$ cat src/hw/audio_port_pkg.sv
// audio_port_pkg: register map, field layout and fixed figures of the
// shared I2S / PCM audio port; assumes a 32-bit AHB-Lite register slave.
package audio_port_pkg;
  localparam int BUS_W     = 32;
  localparam int DIV_W     = 16;
  localparam int PCM_CHANS = 3;
  localparam int SLOT_FLD  = 5;   // four slot bits and one enable per channel
  localparam int SLOT_EN   = 4;
  localparam int SAMPLE_BITS = 13;

  // register byte offsets
  localparam logic [7:0] A_CTRL   = 8'h00;
  localparam logic [7:0] A_DIV    = 8'h04;
  localparam logic [7:0] A_SLOT   = 8'h08;
  localparam logic [7:0] A_TX0    = 8'h0C;
  localparam logic [7:0] A_TX1    = 8'h10;
  localparam logic [7:0] A_TX2    = 8'h14;
  localparam logic [7:0] A_RX0    = 8'h18;
  localparam logic [7:0] A_RX1    = 8'h1C;
  localparam logic [7:0] A_RX2    = 8'h20;
  localparam logic [7:0] A_STATUS = 8'h24;

  // control and status register fields
  localparam int C_MODE_LO = 0;
  localparam int C_MODE_HI = 1;
  localparam int C_MASTER  = 2;
  localparam int C_I2S50   = 3;
  localparam int C_LONG    = 4;
  localparam int C_SLOT_LO = 5;
  localparam int C_SLOT_HI = 7;
  localparam int C_LSB1ST  = 8;
  localparam int C_RJUST   = 9;
  localparam int C_FILL_LO = 10;
  localparam int C_FILL_HI = 11;
  localparam int C_FVAL_LO = 12;
  localparam int C_FVAL_HI = 14;
  localparam int ST_FRM_LO = 8;

  localparam logic [14:0] CTRL_RST = 15'h0000;
  localparam logic [31:0] DIV_RST  = 32'h0000_0000;
  localparam logic [14:0] SLOT_RST = 15'h0000;

  localparam logic [1:0] MODE_I2S  = 2'h1;
  localparam logic [1:0] MODE_PCM  = 2'h2;
  localparam logic [1:0] FILL_ZERO = 2'h0;
  localparam logic [1:0] FILL_ONE  = 2'h1;
  localparam logic [1:0] FILL_SIGN = 2'h2;

  // frame figures
  localparam logic [7:0] I2S_FRAME_SHORT = 8'h20;  // 32 bits per frame
  localparam logic [7:0] I2S_FRAME_LONG  = 8'h32;  // 50 bits per frame
  localparam logic [7:0] LONG_SYNC_BITS  = 8'h03;
  localparam logic [2:0] SLOT_SEL_MAX    = 3'h4;   // 16 slots
  localparam logic [4:0] WORD_BITS       = 5'h10;
endpackage

$ cat src/hw/div_if.sv
// div_if: control and tick of the fractional bit clock divider
// assumes the port core drives the settings and reads the tick
`timescale 1ns/10ps
`default_nettype none
interface div_if;
  logic                           en;
  logic [audio_port_pkg::DIV_W-1:0] n;
  logic [audio_port_pkg::DIV_W-1:0] m;
  logic                           tick;
  modport ctl (output en, output n, output m, input tick);
  modport div (input en, input n, input m, output tick);
endinterface
`default_nettype wire

$ cat src/hw/frac_div.sv
// frac_div: N over M accumulator giving a one-cycle tick at clk*N/M
// assumes N < M; M of zero stops the tick
`timescale 1ns/10ps
`default_nettype none
module frac_div #(
  parameter int W = 16
) (
  input  wire logic clk,
  input  wire logic rst_n,
  div_if.div        d
);
  import audio_port_pkg::*;

  logic [W:0] acc_q;
  logic [W:0] acc_d;
  logic       tick_q;

  // overflow of the phase accumulator marks one tick
  wire [W:0] sum = acc_q + {1'b0, d.n};
  wire       hit = d.en && (d.m != '0) && (sum >= {1'b0, d.m});
  assign acc_d  = !d.en ? '0 : (hit ? sum - {1'b0, d.m} : sum);
  assign d.tick = tick_q;

  // accumulator and tick register
  always_ff @(posedge clk or negedge rst_n)
    if (!rst_n)
    begin
      acc_q  <= '0;
      tick_q <= 1'b0;
    end
    else
    begin
      acc_q  <= acc_d;
      tick_q <= hit;
    end
endmodule // frac_div
`default_nettype wire

$ cat src/hw/audio_port.sv
// audio_port: shared I2S / PCM serial port with AHB-Lite registers
// assumes a 50 MHz hclk and a pad ring that resolves in/out/enable
`timescale 1ns/10ps
`default_nettype none
module audio_port (
  input  wire logic                            hclk,
  input  wire logic                            hresetn,
  input  wire logic                            hsel,
  input  wire logic [audio_port_pkg::BUS_W-1:0] haddr,
  input  wire logic [1:0]                      htrans,
  input  wire logic                            hwrite,
  input  wire logic [2:0]                      hsize,
  input  wire logic [audio_port_pkg::BUS_W-1:0] hwdata,
  input  wire logic                            hready,
  output logic                                 hreadyout,
  output logic                                 hresp,
  output logic [audio_port_pkg::BUS_W-1:0]     hrdata,
  input  wire logic                            bclk_i,
  output logic                                 bclk_o,
  output logic                                 bclk_oe,
  input  wire logic                            fs_i,
  output logic                                 fs_o,
  output logic                                 fs_oe,
  input  wire logic                            din_i,
  output logic                                 dout_o,
  output logic                                 dout_oe
);
  import audio_port_pkg::*;

  logic [14:0] ctrl_q;
  logic [31:0] div_q;
  logic [14:0] slot_q;
  logic [15:0] tx_q [PCM_CHANS];
  logic [15:0] rx_q [PCM_CHANS];
  logic [7:0]  frames_q;
  logic        wpend_q;
  logic [7:0]  waddr_q;
  logic [31:0] hrdata_q;
  logic        hrdy_q;
  logic [2:0]  sy1_q, sy2_q, sy3_q, stab_q;
  logic        bclk_q, boe_q, fs_q, fs_prev_q;
  logic [7:0]  cnt_q;
  logic        ws_r_q, half_ws_q, dbit_q, doe_q;
  logic [15:0] sr_q, racc_q;
  logic [4:0]  rxn_q;
  logic        rxch_q;

  div_if dv ();

  // helpers for the transmit and receive paths; pcm_word fills transmit words only
  function automatic logic [2:0] slot_hits(input logic [14:0] cfg,
                                           input logic [3:0]  s);
    slot_hits = 3'h0;
    for (int c = 0; c < PCM_CHANS; c++)
      slot_hits[c] = cfg[c*SLOT_FLD+SLOT_EN] && (cfg[c*SLOT_FLD +: 4] == s);
  endfunction

  function automatic logic [1:0] first_hit(input logic [2:0] h);
    first_hit = h[0] ? 2'h0 : (h[1] ? 2'h1 : 2'h2);
  endfunction

  function automatic logic [3:0] bit_idx(input logic [3:0] bp,
                                         input logic       lsb1st);
    bit_idx = lsb1st ? bp : 4'(4'hF - bp);
  endfunction

  function automatic logic [15:0] pcm_word(input logic [15:0] s,
                                           input logic [14:0] c);
    logic [2:0] f;
    case (c[C_FILL_HI:C_FILL_LO])
      FILL_ZERO: f = 3'h0;
      FILL_ONE:  f = 3'h7;
      FILL_SIGN: f = {3{s[SAMPLE_BITS-1]}};
      default:   f = c[C_FVAL_HI:C_FVAL_LO];
    endcase
    pcm_word = c[C_RJUST] ? {f, s[12:0]} : {s[12:0], f};
  endfunction

  // bus address phase decode and read selection
  wire        take   = hsel && htrans[1] && hready;
  wire [7:0]  ra     = haddr[7:0];
  wire        ra_ok  = haddr[31:8] == 24'h00_0000;
  wire [31:0] st_w   = {16'h0000, frames_q, 6'h00, doe_q, boe_q};
  wire [31:0] rd_mux = !ra_ok ? 32'h0000_0000 :
                       (ra == A_CTRL)   ? {17'h0_0000, ctrl_q} :
                       (ra == A_DIV)    ? div_q :
                       (ra == A_SLOT)   ? {17'h0_0000, slot_q} :
                       (ra == A_TX0)    ? {16'h0000, tx_q[0]} :
                       (ra == A_TX1)    ? {16'h0000, tx_q[1]} :
                       (ra == A_TX2)    ? {16'h0000, tx_q[2]} :
                       (ra == A_RX0)    ? {16'h0000, rx_q[0]} :
                       (ra == A_RX1)    ? {16'h0000, rx_q[1]} :
                       (ra == A_RX2)    ? {16'h0000, rx_q[2]} :
                       (ra == A_STATUS) ? st_w : 32'h0000_0000;

  // address phase capture; the slave stalls only until the first clock after reset and always says okay
  always_ff @(posedge hclk or negedge hresetn)
    if (!hresetn)
    begin
      wpend_q  <= 1'b0;
      waddr_q  <= 8'h00;
      hrdata_q <= 32'h0000_0000;
      hrdy_q   <= 1'b0;
    end
    else
    begin
      hrdy_q   <= 1'b1;
      wpend_q  <= take && hwrite && ra_ok;
      waddr_q  <= take ? ra : waddr_q;
      hrdata_q <= (take && !hwrite) ? rd_mux : 32'h0000_0000;
    end

  // data phase register writes
  always_ff @(posedge hclk or negedge hresetn)
    if (!hresetn)
    begin
      ctrl_q <= CTRL_RST;
      div_q  <= DIV_RST;
      slot_q <= SLOT_RST;
      for (int c = 0; c < PCM_CHANS; c++)
        tx_q[c] <= 16'h0000;
    end
    else if (wpend_q)
      case (waddr_q)
        A_CTRL:  ctrl_q  <= hwdata[14:0];
        A_DIV:   div_q   <= hwdata;
        A_SLOT:  slot_q  <= hwdata[14:0];
        A_TX0:   tx_q[0] <= hwdata[15:0];
        A_TX1:   tx_q[1] <= hwdata[15:0];
        A_TX2:   tx_q[2] <= hwdata[15:0];
        default: ;
      endcase

  // mode and frame geometry
  wire [1:0] mode     = ctrl_q[C_MODE_HI:C_MODE_LO];
  wire       i2s_on   = mode == MODE_I2S;
  wire       pcm_on   = mode == MODE_PCM;
  wire       on       = i2s_on || pcm_on;
  wire       master   = ctrl_q[C_MASTER];
  wire       long_fs  = ctrl_q[C_LONG];
  wire       lsb1st   = ctrl_q[C_LSB1ST];
  wire [2:0] ssel_raw = ctrl_q[C_SLOT_HI:C_SLOT_LO];
  wire [2:0] ssel     = ssel_raw > SLOT_SEL_MAX ? SLOT_SEL_MAX : ssel_raw;
  wire [3:0] smask    = 4'((5'h01 << ssel) - 5'h01);
  wire [7:0] pcm_last = {smask, 4'hF};
  wire [7:0] i2s_len  = ctrl_q[C_I2S50] ? I2S_FRAME_LONG : I2S_FRAME_SHORT;
  wire [7:0] i2s_half = i2s_len >> 1;
  wire [7:0] cnt_last = i2s_on ? 8'(i2s_len - 8'h01) : pcm_last;
  wire [7:0] cnt_nx   = (cnt_q == cnt_last) ? 8'h00 : 8'(cnt_q + 8'h01);

  // divider settings
  assign dv.en = on && master;
  assign dv.n  = div_q[DIV_W-1:0];
  assign dv.m  = div_q[BUS_W-1:DIV_W];

  frac_div #(
    .W (DIV_W)
  ) u_div (
    .clk   (hclk),
    .rst_n (hresetn),
    .d     (dv.div)
  );

  // three-stage synchronisers for bit clock, frame sync and data pins
  wire [2:0] pin_in = {din_i, fs_i, bclk_i};
  wire [2:0] agree  = ~(sy2_q ^ sy3_q);
  always_ff @(posedge hclk or negedge hresetn)
    if (!hresetn)
    begin
      sy1_q  <= 3'h0;
      sy2_q  <= 3'h0;
      sy3_q  <= 3'h0;
      stab_q <= 3'h0;
    end
    else
    begin
      sy1_q  <= pin_in;
      sy2_q  <= sy1_q;
      sy3_q  <= sy2_q;
      stab_q <= (agree & sy3_q) | (~agree & stab_q);
    end

  // bit clock edges: own divider as master, accepted pin edges as slave
  wire s_edge  = agree[0] && (sy3_q[0] != stab_q[0]);
  wire rise_ev = on && (master ? dv.tick && !bclk_q : s_edge && sy3_q[0]);
  wire fall_ev = on && (master ? dv.tick && bclk_q : s_edge && !sy3_q[0]);
  wire fs_in   = stab_q[1];
  wire din     = stab_q[2];

  // master bit clock and pin direction
  always_ff @(posedge hclk or negedge hresetn)
    if (!hresetn)
    begin
      bclk_q <= 1'b0;
      boe_q  <= 1'b0;
    end
    else
    begin
      boe_q  <= on && master;
      bclk_q <= !(on && master) ? 1'b0 : bclk_q ^ dv.tick;
    end

  // bit counter and frame sync / word select generation
  always_ff @(posedge hclk or negedge hresetn)
    if (!hresetn)
    begin
      cnt_q     <= 8'h00;
      fs_q      <= 1'b0;
      fs_prev_q <= 1'b0;
      ws_r_q    <= 1'b0;
    end
    else if (!on)
    begin
      cnt_q     <= 8'h00;
      fs_q      <= 1'b0;
      fs_prev_q <= 1'b0;
      ws_r_q    <= 1'b0;
    end
    else if (i2s_on)
    begin
      if (fall_ev && master)
      begin
        cnt_q <= cnt_nx;
        fs_q  <= cnt_nx >= i2s_half;
      end
      if (rise_ev)
        ws_r_q <= master ? fs_q : fs_in;
    end
    else if (rise_ev)
    begin
      cnt_q <= cnt_nx;
      if (master)
        fs_q <= long_fs ? cnt_nx < LONG_SYNC_BITS : cnt_nx == pcm_last;
    end
    else if (fall_ev)
    begin
      fs_prev_q <= fs_in;
      if (!master && fs_in && !long_fs)
        cnt_q <= pcm_last;
      else if (!master && fs_in && !fs_prev_q)
        cnt_q <= 8'h00;
    end

  // transmit word selection
  wire        ws_turn = ws_r_q != half_ws_q;
  wire [15:0] i2s_w   = ws_r_q ? tx_q[1] : tx_q[0];
  wire [2:0]  tx_hit  = slot_hits(slot_q, cnt_nx[7:4]);
  wire [15:0] pw      = pcm_word(tx_q[first_hit(tx_hit)], ctrl_q);
  wire        pbit    = pw[bit_idx(cnt_nx[3:0], lsb1st)];

  // serial data out and its driver enable
  always_ff @(posedge hclk or negedge hresetn)
    if (!hresetn)
    begin
      dbit_q    <= 1'b0;
      doe_q     <= 1'b0;
      sr_q      <= 16'h0000;
      half_ws_q <= 1'b0;
    end
    else if (!on)
    begin
      dbit_q    <= 1'b0;
      doe_q     <= 1'b0;
      sr_q      <= 16'h0000;
      half_ws_q <= 1'b0;
    end
    else if (i2s_on)
    begin
      doe_q <= 1'b1;
      if (fall_ev && ws_turn)
      begin
        half_ws_q <= ws_r_q;
        dbit_q    <= i2s_w[15];
        sr_q      <= {i2s_w[14:0], 1'b0};
      end
      else if (fall_ev)
      begin
        dbit_q <= sr_q[15];
        sr_q   <= {sr_q[14:0], 1'b0};
      end
    end
    else if (rise_ev)
    begin
      doe_q  <= |tx_hit;
      dbit_q <= pbit;
    end
    else if (fall_ev && cnt_q[3:0] == 4'hF)
      doe_q <= 1'b0;

  // receive assembly
  wire [2:0]  rx_hit  = slot_hits(slot_q, cnt_q[7:4]);
  wire [1:0]  rx_ch   = first_hit(rx_hit);
  wire [3:0]  rbi     = bit_idx(cnt_q[3:0], lsb1st);
  wire [15:0] racc_nx = (racc_q & ~(16'h0001 << rbi)) | ({15'h0000, din} << rbi);
  wire [15:0] i2s_rx  = {racc_q[14:0], din};
  wire [12:0] rx_smp  = ctrl_q[C_RJUST] ? racc_nx[12:0] : racc_nx[15:3];
  wire        i2s_fin = i2s_on && rise_ev && rxn_q == 5'(WORD_BITS - 5'h01);
  wire        pcm_fin = pcm_on && fall_ev && |rx_hit && cnt_q[3:0] == 4'hF;

  always_ff @(posedge hclk or negedge hresetn)
    if (!hresetn)
    begin
      racc_q <= 16'h0000;
      rxn_q  <= WORD_BITS;
      rxch_q <= 1'b0;
    end
    else if (!on)
      rxn_q <= WORD_BITS;
    else if (i2s_on && fall_ev && ws_turn)
    begin
      rxn_q  <= 5'h00;
      rxch_q <= ws_r_q;
    end
    else if (i2s_on && rise_ev && rxn_q != WORD_BITS)
    begin
      racc_q <= i2s_rx;
      rxn_q  <= 5'(rxn_q + 5'h01);
    end
    else if (pcm_on && fall_ev && |rx_hit)
      racc_q <= racc_nx;

  // received words and frame counter
  always_ff @(posedge hclk or negedge hresetn)
    if (!hresetn)
    begin
      for (int c = 0; c < PCM_CHANS; c++)
        rx_q[c] <= 16'h0000;
      frames_q <= 8'h00;
    end
    else
    begin
      if (i2s_fin)
        rx_q[{1'b0, rxch_q}] <= i2s_rx;
      else if (pcm_fin)
        rx_q[rx_ch] <= {3'h0, rx_smp};
      if ((i2s_on && fall_ev && ws_turn && !ws_r_q) ||
          (pcm_on && rise_ev && cnt_nx == 8'h00))
        frames_q <= 8'(frames_q + 8'h01);
    end

  assign hreadyout = hrdy_q;
  assign hresp     = 1'b0;
  assign hrdata    = hrdata_q;
  assign bclk_o    = bclk_q;
  assign bclk_oe   = boe_q;
  assign fs_o      = fs_q;
  assign fs_oe     = boe_q;
  assign dout_o    = dbit_q;
  assign dout_oe   = doe_q;
endmodule // audio_port
`default_nettype wire

$ cat config.mk
export PLATFORM = sky130hd
export DESIGN_NAME = audio_port
export DESIGN_NICKNAME = d
export VERILOG_FILES = /design/src/hw/audio_port_pkg.sv /design/src/hw/div_if.sv /design/src/hw/frac_div.sv /design/src/hw/audio_port.sv
export SDC_FILE = /design/constraint.sdc
export NUM_CORES = 1
export LEC_CHECK = 0
export BUFFER_PORTS_ARGS = -buffer_cell sky130_fd_sc_hd__buf_2
export CAP_MARGIN = 20
export CORE_MARGIN = 3
export CORE_UTILIZATION = 45
export CTS_CLUSTER_SIZE = 12
export DETAILED_ROUTE_END_ITERATION = 8
export REMOVE_ABC_BUFFERS = 1
export SLEW_MARGIN = 30
export SYNTH_ARGS = -nofsm -noshare
export SYNTH_HDL_FRONTEND = slang
export SYNTH_SLANG_ARGS = --single-unit
$ cat constraint.sdc
create_clock -name hclk -period 12.8 [get_ports hclk]
set_clock_uncertainty 0.15 [all_clocks]
set_input_delay 1.28 -clock hclk [delete_from_list [all_inputs] [get_ports hclk]]
set_output_delay 1.28 -clock hclk [all_outputs]
set_load 0.01 [all_outputs]
[Word-level counts from Yosys, hierarchy flattened]
Cells that the tools add are included.
Storage, ports and cells
  flip-flop bits (word level): 292
  bits in latches: 0
  RAM bits: 0
  ROM bits: 0
  input bits: 77
  output and inout port bits: 40
  logic and storage cells: 275
  memories: 0
Cells by class
  add/sub/neg operators: 9
  multipliers: 0
  div/mod/pow operators: 0
  magnitude comparators: 10
  equality and inequality tests: 46
  shifts and indexed selects: 3
  mux-type cells: 86
  bitwise operators: 14
  reduce and logical (&&, ||, !) cells: 74
Operators with widths (number)
  16-bit 2-to-1 mux: 18
  32-bit 2-to-1 mux: 4
  48-bit bitwise mux: 2
  48-bit 2-to-1 mux: 2
  8-bit 2-to-1 mux: 9
  16-bit demux with 2-bit select: 2
  8-bit by 5-bit == test with 1-bit output, second input constant: 6
  1-bit logical AND: 40
  13-bit 2-to-1 mux: 3
  17-bit 2-to-1 mux: 2
  16-bit binary-select mux with 2-bit select: 1
  8-bit by 4-bit == test with 1-bit output, second input constant: 4
  1-bit 2-to-1 mux: 30
  4-bit == test: 6
  24-bit logical NOT: 1
  8-bit logical NOT: 3
  2-bit AND reduction: 11
  5-bit 2-to-1 mux: 4
  17-bit by 16-bit adder with 17-bit output: 1
  17-bit by 16-bit greater-or-equal comparator with 1-bit output: 1
  17-bit by 16-bit subtractor with 17-bit output: 1
  8-bit by 1-bit adder with 8-bit output, second input constant: 2
  16-bit bitwise AND: 1
  8-bit by 3-bit == test with 1-bit output, second input constant: 2
  other kinds (50): 86

[Logic depth before layout (Yosys ltp)]
Gate-level depths: netlist (run 1).
  depth after elaboration: 22
  mapped depth: 20
  gate-level depth less buffers: 20

[Hierarchy]
Synthesis (run 1) repeated with hierarchy kept, for this count alone.
Unflattened totals
  cell total of the unflattened synthesis: 1779
  area, all modules: 17058.9 um^2
By module, submodules not included
  audio_port: times used 1, cells each 1470, area each 14486.4 um^2, seq. area each 6757.7 um^2
  frac_div: times used 1, cells each 309, area each 2572.5 um^2, seq. area each 450.4 um^2

[Least setup slack after synthesis (run 1)]
Ideal clock, no wire load.
  path kind: flip-flop to flip-flop
  start point: reg div_q[1]
  end point: reg u_div.acc_q[10]
  library setup time: 0.078 ns
  data arrival time: 4.135 ns
  required time: 12.572 ns
  slack: 8.437 ns
  stages on the path, launching flop included: 20
  path buffers: 1
  period minus slack after synthesis: 4.363 ns
  path through: dfrtp_1 ha_1 a21o_1 a21oi_1 o21bai_1 a21oi_1 nor2b_1 o21a_1 o31a_1 o21ai_0 o211ai_1 a21oi_1 xnor2_1 ha_1 nand4_1 o41ai_1 a211o_1 clkbuf_1 nand3_1 a21oi_1
On the way
  word-level cells in the longest chain between the ends: 5
  elaborated cells on any way between the ends: 6
  those cells by class: 2 x add/sub; 1 x order compare; 2 x mux; 1 x reduce/logical
RTL lines
  start, declared: line audio_port.sv:31  | logic [31:0] div_q;
  start signal, assigned: line audio_port.sv:126  | A_DIV: div_q <= hwdata;
  17-bit by 16-bit adder with 17-bit output (*): line frac_div.sv:19  | wire [W:0] sum = acc_q + {1'b0, d.n};
  17-bit by 16-bit greater-or-equal comparator with 1-bit output: line frac_div.sv:20  | wire hit = d.en && (d.m != '0) && (sum >= {1'b0, d.m});
  1-bit logical AND: line frac_div.sv:20
  17-bit 2-to-1 mux (*) (2 in a row): line frac_div.sv:21  | assign acc_d = !d.en ? '0 : (hit ? sum - {1'b0, d.m} : sum);
  named net u_div.acc_d[10]: line frac_div.sv:15  | logic [W:0] acc_d;
  end signal, assigned: line frac_div.sv:28  | acc_q <= '0;
  end signal, assigned: line frac_div.sv:33  | acc_q <= acc_d;
  end, declared: line frac_div.sv:14  | logic [W:0] acc_q;
The timed path passes the listed nets; every way through them passes the cells marked *.
A chain may end at the register's enable or synchronous reset.

[Worst setup path in the final report (run 1)]
  start point: reg div_q[1]
  end point: reg u_div.acc_q[1]
The elaborated chain is that of the path after synthesis.

==> results.py, run 1 <==
metrics = {
    "clock_tree": {
        "clk_pin_slew_ps": 60,
        "clk_latency_ps": 550,
        "cts_tree": "built",
        "cts_resized": 0,
        "ctsRootBufferMaster": "clkbuf_16",
        "postCtsHoldBufs": 0,
        "cts.sink_count": 288,
        "clock_path_buffers": 3,
        "numCtsBuffers": 35,
        "cts_setup_buffers": 0,
        "htreeDepth": 2,
    },
    "critical_path": {
        "crit_path_top_delay_cell": "o41ai_1",
        "critPathBufInv": 0,
        "reg2reg_from": "div_q[1]",
        "crit_end": "u_div.acc_q[1]",
        "slowest_delay_ps": 550,
        "arrival_ps": 5430,
        "critPathCaptureType": "flop",
        "cp-startpoint": "div_q[1]",
        "cp_max_fo": 15,
        "critical_path_required_ps": 13100,
        "cp.depth": 18,
        "reg2reg_to": "u_div.acc_q[1]",
        "ff2ff_setup_slack_ps": 7680,
        "crit_type": "flop to flop",
        "critPathTopFamily": "compound AO/OA/AOI/OAI gates",
        "crit_chain": "ha_1, a21o_1, a21oi_1, o21bai_1, a21oi_1, nor2b_1, o21a_1, o31a_1, o21ai_0, o211ai_1, a21oi_1, xnor2_1, ha_1, nand4_1, o41ai_1, a211o_1, a21oi_1, a211oi_1",
        "r2r_cells": 18,
        "crit_top_cell": "a21oi_1",
        "critPathLaunchType": "flop",
    },
    "min_path": {
        "min_path_type": "flop to flop",
    },
    "floorplan": {
        "core_um2": 35910,
        "rows": 69,
        "start_util_pct": 46.19,
        "die_width_um": 198.0,
        "dieArea_um2": 39200,
        "die_y_um": 198.0,
        "ios": 117,
    },
    "drt": {
        "first_iter_violations": 1001,
        "final_antenna_net_count": 0,
        "drt_pass1_iterations": 5,
        "vias": 13940,
        "wl_um": 51400,
        "wl_per_cell_um": 22.34,
        "viasPerCell": 6.058,
        "drc": 0,
    },
    "cells_and_area": {
        "nets": 1939,
        "syn2layout_area_growth_pct": 13.29,
        "fillerInstances": 3309,
        "finalCoreUtilization_pct": 52.32,
        "antenna_cells": 0,
        "layout-drive-gt1-share_pct": 19.24,
        "fin_area_um2": 18790,
    },
    "synth": {
        "netlist_area_um2": 16590,
        "yosys_warnings": 0,
        "ys_async_sr_fraction_pct": 100.0,
        "syn_inst": 1736,
        "avgSynthCellArea_um2": 9.555,
        "synth_edf_count": 0,
        "synth_cell_types": 94,
        "synthFlopType": "dfrtp_1",
        "synth-seq-cells": 288,
        "yosysSeqAreaShare_pct": 43.46,
    },
    "timing": {
        "maxSlewHeadroom_pct": 30.84,
        "max_freq_mhz": 195.2,
        "finalSetupViolCount": 0,
        "finalSetupTns_ps": 0,
        "drv_slew": 0,
        "setup_ws_ps": 7676,
        "fin_crit_ps": 5124,
        "hold_viol": 0,
        "tightest_slew_ps": 1034,
        "post-route-period-util_pct": 40.03,
        "rsz0062_at_grt": "no",
    },
    "global_routing": {
        "grt_max_degree": 76,
        "grt_usage_pct": 26.55,
        "antenna_found_initial": 0,
        "grt_pass1_wl_um": 80720,
        "grt_pass1_vias": 13690,
        "grt_overflow": 0,
    },
    "pwr": {
        "pwr_density_cell_nw_per_um2": 108.9,
        "intPower_w": 0.001585,
        "leakage_nw": 8.500,
        "pwr-share-comb_pct": 3.6,
        "p_sw_share_pct": 22.54,
        "p_switching_w": 0.0004613,
        "finalPower_w": 0.002046,
        "p_seq_share_pct": 46.0,
        "p_clk_share_pct": 50.4,
        "peakVddDrop_uv": 78.89,
    },
    "place": {
        "dpl_worst_slack_ps": 7761,
        "gp_congestion": 0.9216,
        "io_buffers": 111,
        "hpwl_um": 36510,
        "dpl-instance-area_um2": 17570,
    },
    "outcome": {
        "status": "completed",
    },
    "flow_run": {
        "cap_viol_max_count": 0,
    },
}
synth_stat cells, types with 24 or more instances:
cell type  count  area (um^2)
clkbuf_1      74        277.8
dfrtp_1      287         7182
xnor2_1       42        367.9
nor2_1       133        499.2
and2_1        27        168.9
ha_1          45        563.0
a22oi_1       25        187.7
a21oi_1      102        510.5
nand2_1      163        611.8
mux2_2       109         1227
o21ai_0      176        880.8
inv_1         61        229.0
nand3_1       44        220.2
mux2i_1       56        560.5
xor2_1        24        210.2
nor2b_1       25        156.4
placed cells by master, fill, tap and decap left out, types with 17 or more instances in the layout:
master,instances
a21oi_1,102
a221o_1,18
a221oi_1,20
a22oi_1,25
and2_1,26
buf_2,110
buf_4,26
clkbuf_16,36
dfrtp_1,287
ha_1,45
inv_1,61
mux2_2,109
mux2i_1,56
nand2_1,163
nand3_1,44
nand4_1,17
nor2_1,130
nor2b_1,24
nor3_1,22
nor4_1,17
o21ai_0,176
xnor2_1,42
xor2_1,24
metal layers:
metal	up-vias	share of wire, %	track usage, %
met2	481	47	42.57
li1	6441	-	-
met4	0	3.2	9.227
met3	88	6.4	3.624
met5	-	0	0
met1	6930	44	37.24
cells by family after synthesis:
| group | after synthesis | share of synthesized area, % |
|---|---|---|
| DFF | 288 | 43.46 |
| other | 2 | 0.04528 |
| muxes | 167 | 11.05 |
| and+or+nand+nor | 515 | 14.93 |
| buffers and inverters | 161 | 3.990 |
| xor gates and xnor gates | 70 | 4.028 |
| AOI/OAI and AO/OA | 483 | 18.68 |
| adders and majority gates | 50 | 3.817 |
state kept, by name (all words and copies together), names as in the netlist, 3 cells and up:
signal       count
frames_q         8
hrdata          32
slot_q          15
cnt_q            8
rx_q            45
sy2_q            3
waddr_q          8
stab_q           3
sy3_q            3
rxn_q            5
u_div.acc_q     17
ctrl_q          15
sr_q            15
racc_q          16
sy1_q            3
tx_q            48
div_q           32
layout make-up:
class / instances / area [um^2] / area share [%]
well taps: 461 / 576.8 / 3.069
flip-flops and latches: 288 / 7208 / 38.36
clock buffers: 50 / 1044 / 5.553
inverters: 63 / 236.5 / 1.258
multi-input cells: 1287 / 8770 / 46.67
repair buffers: 140 / 803.3 / 4.275
clock inverters: 12 / 153.9 / 0.8190
power by group through the flow:
stage	registers, W	logic [W]	clock network, W
after CTS	0.000940	0.0000749	0.00105
after global placement	0.000956	0.0000726	0
after global routing	0.000943	0.0000831	0.00109
after detailed placement	0.000957	0.0000747	0
final	0.000941	0.0000740	0.00103
after floorplan	0.000952	0.0000283	0
worst reg2reg max path: stages, from the launching register on:
cell and delay (ps):
dfrtp_1 470, ha_1 320, a21o_1 160, a21oi_1 240
o21bai_1 110, a21oi_1 230, nor2b_1 70, o21a_1 190
o31a_1 280, o21ai_0 350, o211ai_1 190, a21oi_1 230
xnor2_1 130, ha_1 380, nand4_1 140, o41ai_1 550
a211o_1 490, a21oi_1 150, a211oi_1 230
worst min path at each step:
stage | startpoint | end | slack [ps] | cells past startpoint
final | sy1_q[2] | sy2_q[2] | 200 | 0
after global routing | sy1_q[2] | sy2_q[2] | 210 | 0
after CTS | sy1_q[2] | sy2_q[2] | 200 | 0
after detailed placement | sy1_q[2] | sy2_q[2] | 190 | 0
after global placement | sy1_q[2] | sy2_q[2] | 190 | 0
after floorplan | sy1_q[0] | sy2_q[0] | 180 | 0
per-stage QoR:
step | instances | hold WS [ps]
after floorplan | 1638 | 181.2
after global placement | 2238 | 188.0
after detailed placement | 2239 | 185.6
after CTS | 2301 | 199.4
after global routing | 2301 | 212.4
final | 2301 | 196.5
No activity file was read; power rests on OpenSTA's default activity.
==> inputs of run 2 (changes only) <==
Clock period 12.8 ns to 4.9 ns, I/O delays scaled along.
==> run 2 against run 1 <==
  * Global-route usage hardly changed
  * Sequential share of layout area is 0.59 points lower
  * Non-clock buffer count is 43 higher
  * Fmax is 12% higher
  * Clock power is 140% higher
  * Register-to-register slack worse by 7400 ps
  * Critical path type unchanged
  * Largest cell class unchanged
  * Largest power group unchanged
  * Highest routed layer unchanged
==> results.py, run 2 (synthesis gave the netlist of run 1 again) <==
metrics = {
    "floorplan": {
        "ios": 117,
        "dieArea_um2": 39200,
        "die_width_um": 198.0,
        "start_util_pct": 46.19,
        "rows": 69,
        "die_y_um": 198.0,
        "core_um2": 35910,
    },
    "min_path": {
        "min_from": "hwrite",
        "min_path_type": "input pin to flop",
    },
    "timing": {
        "setup_ws_ps": 305.3,
        "finalSetupTns_ps": 0,
        "hold_viol": 0,
        "maxSlewHeadroom_pct": 35.68,
        "tightest_slew_ps": 961.6,
        "drv_slew": 0,
        "finalSetupViolCount": 0,
        "post-route-period-util_pct": 93.77,
        "max_freq_mhz": 217.6,
        "fin_crit_ps": 4595,
    },
    "critical_path": {
        "reg2reg_to": "u_div.acc_q[13]",
        "crit_path_top_delay_cell": "dfrtp_1",
        "cp_max_fo": 10,
        "crit_type": "flop to flop",
        "cp-startpoint": "div_q[0]",
        "crit_top_cell": "a21oi_1",
        "crit_chain": "ha_1, fa_1, a21o_1, a21oi_1, o21bai_1, a21o_1, a21oi_2, o211ai_1, a31o_2, a21oi_1, xnor2_1, ha_1, a21oi_1, o21ai_1, a211oi_2, buf_4, o21ai_0, a21oi_1",
        "critPathLaunchType": "flop",
        "crit_end": "u_div.acc_q[13]",
        "slowest_delay_ps": 410,
        "r2r_cells": 18,
        "reg2reg_from": "div_q[0]",
        "cp.depth": 18,
        "arrival_ps": 4900,
        "critPathCaptureType": "flop",
        "ff2ff_setup_slack_ps": 310,
        "critical_path_required_ps": 5210,
        "critPathTopFamily": "compound AO/OA/AOI/OAI gates",
        "critPathBufInv": 1,
    },
    "drt": {
        "vias": 13940,
        "drt_pass1_iterations": 6,
        "viasPerCell": 5.948,
        "wl_um": 51790,
        "first_iter_violations": 972,
        "drc": 0,
        "final_antenna_net_count": 0,
        "wl_per_cell_um": 22.09,
    },
    "cells_and_area": {
        "finalCoreUtilization_pct": 53.15,
        "layoutNonFillerInstCount": 2344,
        "syn2layout_area_growth_pct": 15.08,
        "antenna_cells": 0,
        "layout-drive-gt1-share_pct": 19.38,
        "largest_reg_flops": 48,
        "fillerInstances": 3260,
        "top_register": "tx_q",
        "final_common_cell": "dfrtp_1",
        "nets": 1981,
        "final_cell_mix": "dfrtp_1 (286), o21ai_0 (174), nand2_1 (163)",
        "top_regs": "tx_q x48, rx_q x45",
    },
    "global_routing": {
        "grtUsageMet2_pct": 42.77,
        "antenna_found_initial": 0,
        "grt_usage_pct": 26.56,
        "grtUsageMet3_pct": 4.220,
        "grt_overflow": 0,
        "grt_max_degree": 115,
        "top_usage_layer": "met2",
        "grt_pass1_vias": 13770,
        "gr-usage-met1_pct": 36.49,
        "grt_pass1_wl_um": 80470,
    },
    "clock_tree": {
        "cts.sink_count": 288,
        "htreeDepth": 2,
        "clock_path_buffers": 3,
        "cts_tree": "built",
        "numCtsBuffers": 34,
        "ctsRootBufferMaster": "clkbuf_16",
        "cts_setup_buffers": 0,
        "clk_latency_ps": 540,
        "clk_pin_slew_ps": 60,
    },
    "pwr": {
        "leakage_nw": 8.669,
        "pwr_density_cell_nw_per_um2": 270.6,
        "peakVddDrop_uv": 213.7,
    },
    "place": {
        "dpl_worst_slack_ps": 74.96,
        "dp_cells": 2262,
        "hpwl_um": 37150,
        "gp_congestion": 0.9646,
        "io_buffers": 111,
    },
    "flow_run": {
        "cap_viol_max_count": 0,
    },
    "outcome": {
        "status": "completed",
    },
}
## run 2: cell types whose count changed in the layout (fill, tap and decap cells not counted), sizes merged
cell         before  now
dlygate4sd3       0   19
clkbuf           50   51
clkinv            9   11
inv              63   61
bufinv            3    2
buf             140  164
## run 2: worst min-delay path by stage
| stage | endpoint | depth (start not counted) |
|---|---|---|
| floorplan | bclk_o | 0 |
| global placement | sy2_q[2] | 0 |
| detailed placement | sy2_q[2] | 0 |
| CTS | wpend_q | 2 |
| global route | wpend_q | 2 |
| finish | wpend_q | 2 |
## run 2: per-layer routing
layer / routed length (um) / up-vias
li1: - / 6523
met5: 0 / -
met2: 24200 / 456
met4: 1600 / 0
met3: 3069 / 79
met1: 22920 / 6883
## run 2: stage by stage
stage | instance area (um^2) | total power [W] | hold WS (ps)
2_1_floorplan | 16160 | 0.002560 | 44.41
3_3_place_gp | 17710 | 0.002692 | 185.8
3_5_place_dp | 17740 | 0.002696 | 187.8
4_1_cts | 19030 | 0.005225 | 0.1287
5_1_grt | 19090 | 0.005354 | 8.623
6_report | 19090 | 0.005166 | 28.23
## run 2: report_power, final
part           switching [W]  total (W)  internal [W]
clock network        0.00102    0.00250       0.00148
logic               0.000119   0.000208     0.0000888
registers          0.0000411    0.00246       0.00242
## run 2: timing repair
action	4_1_cts	5_1_grt
gates resized for setup	0	6
hold endpoints to repair	129	0
setup endpoints to repair	0	18
hold buffers	19	0
## run 2: layout make-up
type | instances | area [um^2] | share of cell area, %
Tap cell | 461 | 576.8 | 3.022
Multi-Input combinational cell | 1287 | 8766 | 45.92
Clock inverter | 11 | 127.6 | 0.6686
Timing Repair Buffer | 183 | 1206 | 6.319
Sequential cell | 288 | 7209 | 37.77
Clock buffer | 51 | 965.9 | 5.060
Inverter | 63 | 236.5 | 1.239
## run 2: worst register-to-register path, cell delays in order, from the launching register on
cell and delay [ps]:
dfrtp_1 410, ha_1 240, fa_1 410, a21o_1 200, a21oi_1 220, o21bai_1 90
a21o_1 210, a21oi_2 220, o211ai_1 210, a31o_2 280, a21oi_1 160, xnor2_1 200
ha_1 340, a21oi_1 200, o21ai_1 170, a211oi_2 290, buf_4 220, o21ai_0 100
a21oi_1 180
==> inputs of run 3 (changes only) <==
Settings changed: GPL_TIMING_DRIVEN from default to 0.
==> run 3 against run 2 <==
  * Register-to-register slack worse by 100 ps
  * Sequential power hardly changed
  * Cell count is 1.6% lower
  * Critical path type unchanged
  * Critical endpoint is now u_div.acc_q[16]
  * Highest routed layer unchanged
==> results.py, run 3 (synthesis gave the netlist of run 1 again) <==
metrics = {
    "floorplan": {
        "start_util_pct": 46.19,
        "rows": 69,
        "die_width_um": 198.0,
        "ios": 117,
        "die_y_um": 198.0,
        "core_um2": 35910,
        "dieArea_um2": 39200,
    },
    "critical_path": {
        "critPathBufInv": 1,
        "ff2ff_setup_slack_ps": 200,
        "arrival_ps": 4990,
        "critical_path_required_ps": 5190,
        "crit_type": "flop to flop",
        "crit_top_cell": "a21oi_1",
        "r2r_cells": 18,
        "slowest_delay_ps": 420,
        "critPathCaptureType": "flop",
        "crit_path_top_delay_cell": "dfrtp_1",
        "cp_max_fo": 6,
        "critPathTopFamily": "compound AO/OA/AOI/OAI gates",
        "reg2reg_from": "div_q[0]",
        "reg2reg_to": "u_div.acc_q[16]",
        "critPathLaunchType": "flop",
        "crit_chain": "ha_1, fa_1, a21o_1, a21oi_1, o21bai_1, a21o_1, a21oi_2, o211ai_1, a31o_2, a21oi_1, xnor2_1, ha_1, nand4_1, o41ai_4, buf_4, a211oi_4, or3_1, a21oi_1",
    },
    "global_routing": {
        "grt_max_degree": 80,
        "grt_pass1_vias": 13820,
        "top_usage_layer": "met2",
        "antenna_found_initial": 0,
        "grt_pass1_wl_um": 79900,
        "gr-usage-met1_pct": 36.31,
        "grt_usage_pct": 26.30,
        "grtUsageMet2_pct": 41.63,
        "grtUsageMet3_pct": 3.573,
        "grt_overflow": 0,
    },
    "place": {
        "dp_cells": 2229,
        "gp_congestion": 0.9129,
        "hpwl_um": 36590,
        "dpl_worst_slack_ps": -464.3,
        "io_buffers": 111,
    },
    "flow_run": {
        "cap_viol_max_count": 0,
    },
    "clock_tree": {
        "htreeDepth": 2,
        "clk_pin_slew_ps": 60,
        "cts_tree": "built",
        "ctsRootBufferMaster": "clkbuf_16",
        "cts.sink_count": 288,
        "numCtsBuffers": 35,
        "clock_path_buffers": 3,
        "clk_latency_ps": 540,
    },
    "cells_and_area": {
        "final_common_cell": "dfrtp_1",
        "multi_input_area_um2": 8904,
        "layout-drive-gt1-share_pct": 19.67,
        "fillerInstances": 3284,
        "syn2layout_area_growth_pct": 14.56,
        "top_regs": "tx_q x48, rx_q x45",
        "antenna_cells": 0,
        "top_register": "tx_q",
        "nets": 1948,
        "final_cell_mix": "dfrtp_1 (282), o21ai_0 (174), nand2_1 (163)",
        "regArea_um2": 7214,
        "largest_reg_flops": 48,
        "layoutNonFillerInstCount": 2306,
    },
    "timing": {
        "setup_ws_ps": 204.6,
        "hold_viol": 0,
        "fin_crit_ps": 4695,
        "max_freq_mhz": 213.0,
        "post-route-period-util_pct": 95.83,
        "maxSlewHeadroom_pct": 29.50,
        "finalSetupViolCount": 0,
        "tightest_slew_ps": 1054,
        "drv_slew": 0,
    },
    "min_path": {
        "min_from": "hwdata[24]",
        "hold_depth": 3,
        "min_path_type": "input pin to flop",
        "whs_endpoint": "div_q[24]",
    },
    "outcome": {
        "status": "completed",
    },
    "drt": {
        "wl_um": 51550,
        "vias": 13990,
        "viasPerCell": 6.065,
        "wl_per_cell_um": 22.36,
        "final_antenna_net_count": 0,
        "drc": 0,
        "drt_pass1_iterations": 5,
        "first_iter_violations": 1111,
    },
    "pwr": {
        "leakage_nw": 8.533,
        "peakVddDrop_uv": 193.0,
        "pwr_density_cell_nw_per_um2": 268.9,
    },
}
## run 3: changes by cell type in the layout (fill, tap and decap cells not counted), sizes merged
cell	delta
a211oi	+1
buf	-32
clkinv	-4
inv	+1
dlygate4sd3	-3
clkinvlp	+1
bufinv	-2
## run 3: timing repair
action                                  4_1_cts  5_1_grt
pin swaps                                     2        2
hold buffers                                 16        0
gates resized for setup                      12       11
endpoints found under the setup margin       18       19
hold endpoints to repair                     92        0
setup buffers                                 2        0
cloned                                        1        0
## run 3: cell type report
cell class / instances / area share (%)
multi-input cells: 1288 / 46.86
flip-flops and latches: 288 / 37.97
repair buffers: 148 / 5.373
clock buffers: 51 / 5.248
well taps: 461 / 3.035
inverters: 63 / 1.244
clock inverters: 7 / 0.2766
## run 3: metal layers
layer	up-vias	wire length (um)
met2	479	23800
met5	-	0
met1	6948	22690
li1	6451	-
met3	108	2843
met4	0	2214
## run 3: power by group
group | total (W) | switching [W] | internal, W
registers | 0.00246 | 0.0000408 | 0.00242
logic | 0.000208 | 0.000117 | 0.0000913
clock network | 0.00244 | 0.00103 | 0.00141
total | 0.00511 | 0.00119 | 0.00392
## run 3: metrics by stage
| stage | TNS, ps | total power, W | area, um^2 | hold WS [ps] | util, % |
|---|---|---|---|---|---|
| after global routing | -46.04 | 0.005281 | 19000 | 29.15 | 52.91 |
| final | 0 | 0.005110 | 19000 | 31.78 | 52.91 |
| after global placement | -687990 | 0.002683 | 17290 | 186.6 | 48.15 |
| after CTS | 0 | 0.005158 | 18940 | 0.7457 | 52.73 |
| after floorplan | 0 | 0.002560 | 16160 | 44.41 | - |
| after detailed placement | -3800 | 0.002701 | 17660 | 117.4 | 49.16 |
## run 3: worst max-delay path by stage
stage,startpoint,to,slack (ps),depth (start not counted)
floorplan,div_q[0],u_div.acc_q[0],440,17
global placement,hresetn,hreadyout,-2390,1
detailed placement,ctrl_q[1],dout_o,-460,14
CTS,div_q[0],u_div.acc_q[16],20,17
global route,div_q[0],u_div.acc_q[16],-50,17
finish,div_q[0],u_div.acc_q[16],200,18
## run 3: worst reg2reg max path, cell delays in order, from the launching register on
cell and delay, ps:
dfrtp_1 420, ha_1 240, fa_1 410, a21o_1 210, a21oi_1 240, o21bai_1 110
a21o_1 220, a21oi_2 210, o211ai_1 190, a31o_2 280, a21oi_1 170, xnor2_1 120
ha_1 380, nand4_1 180, o41ai_4 260, buf_4 200, a211oi_4 70, or3_1 380
a21oi_1 160
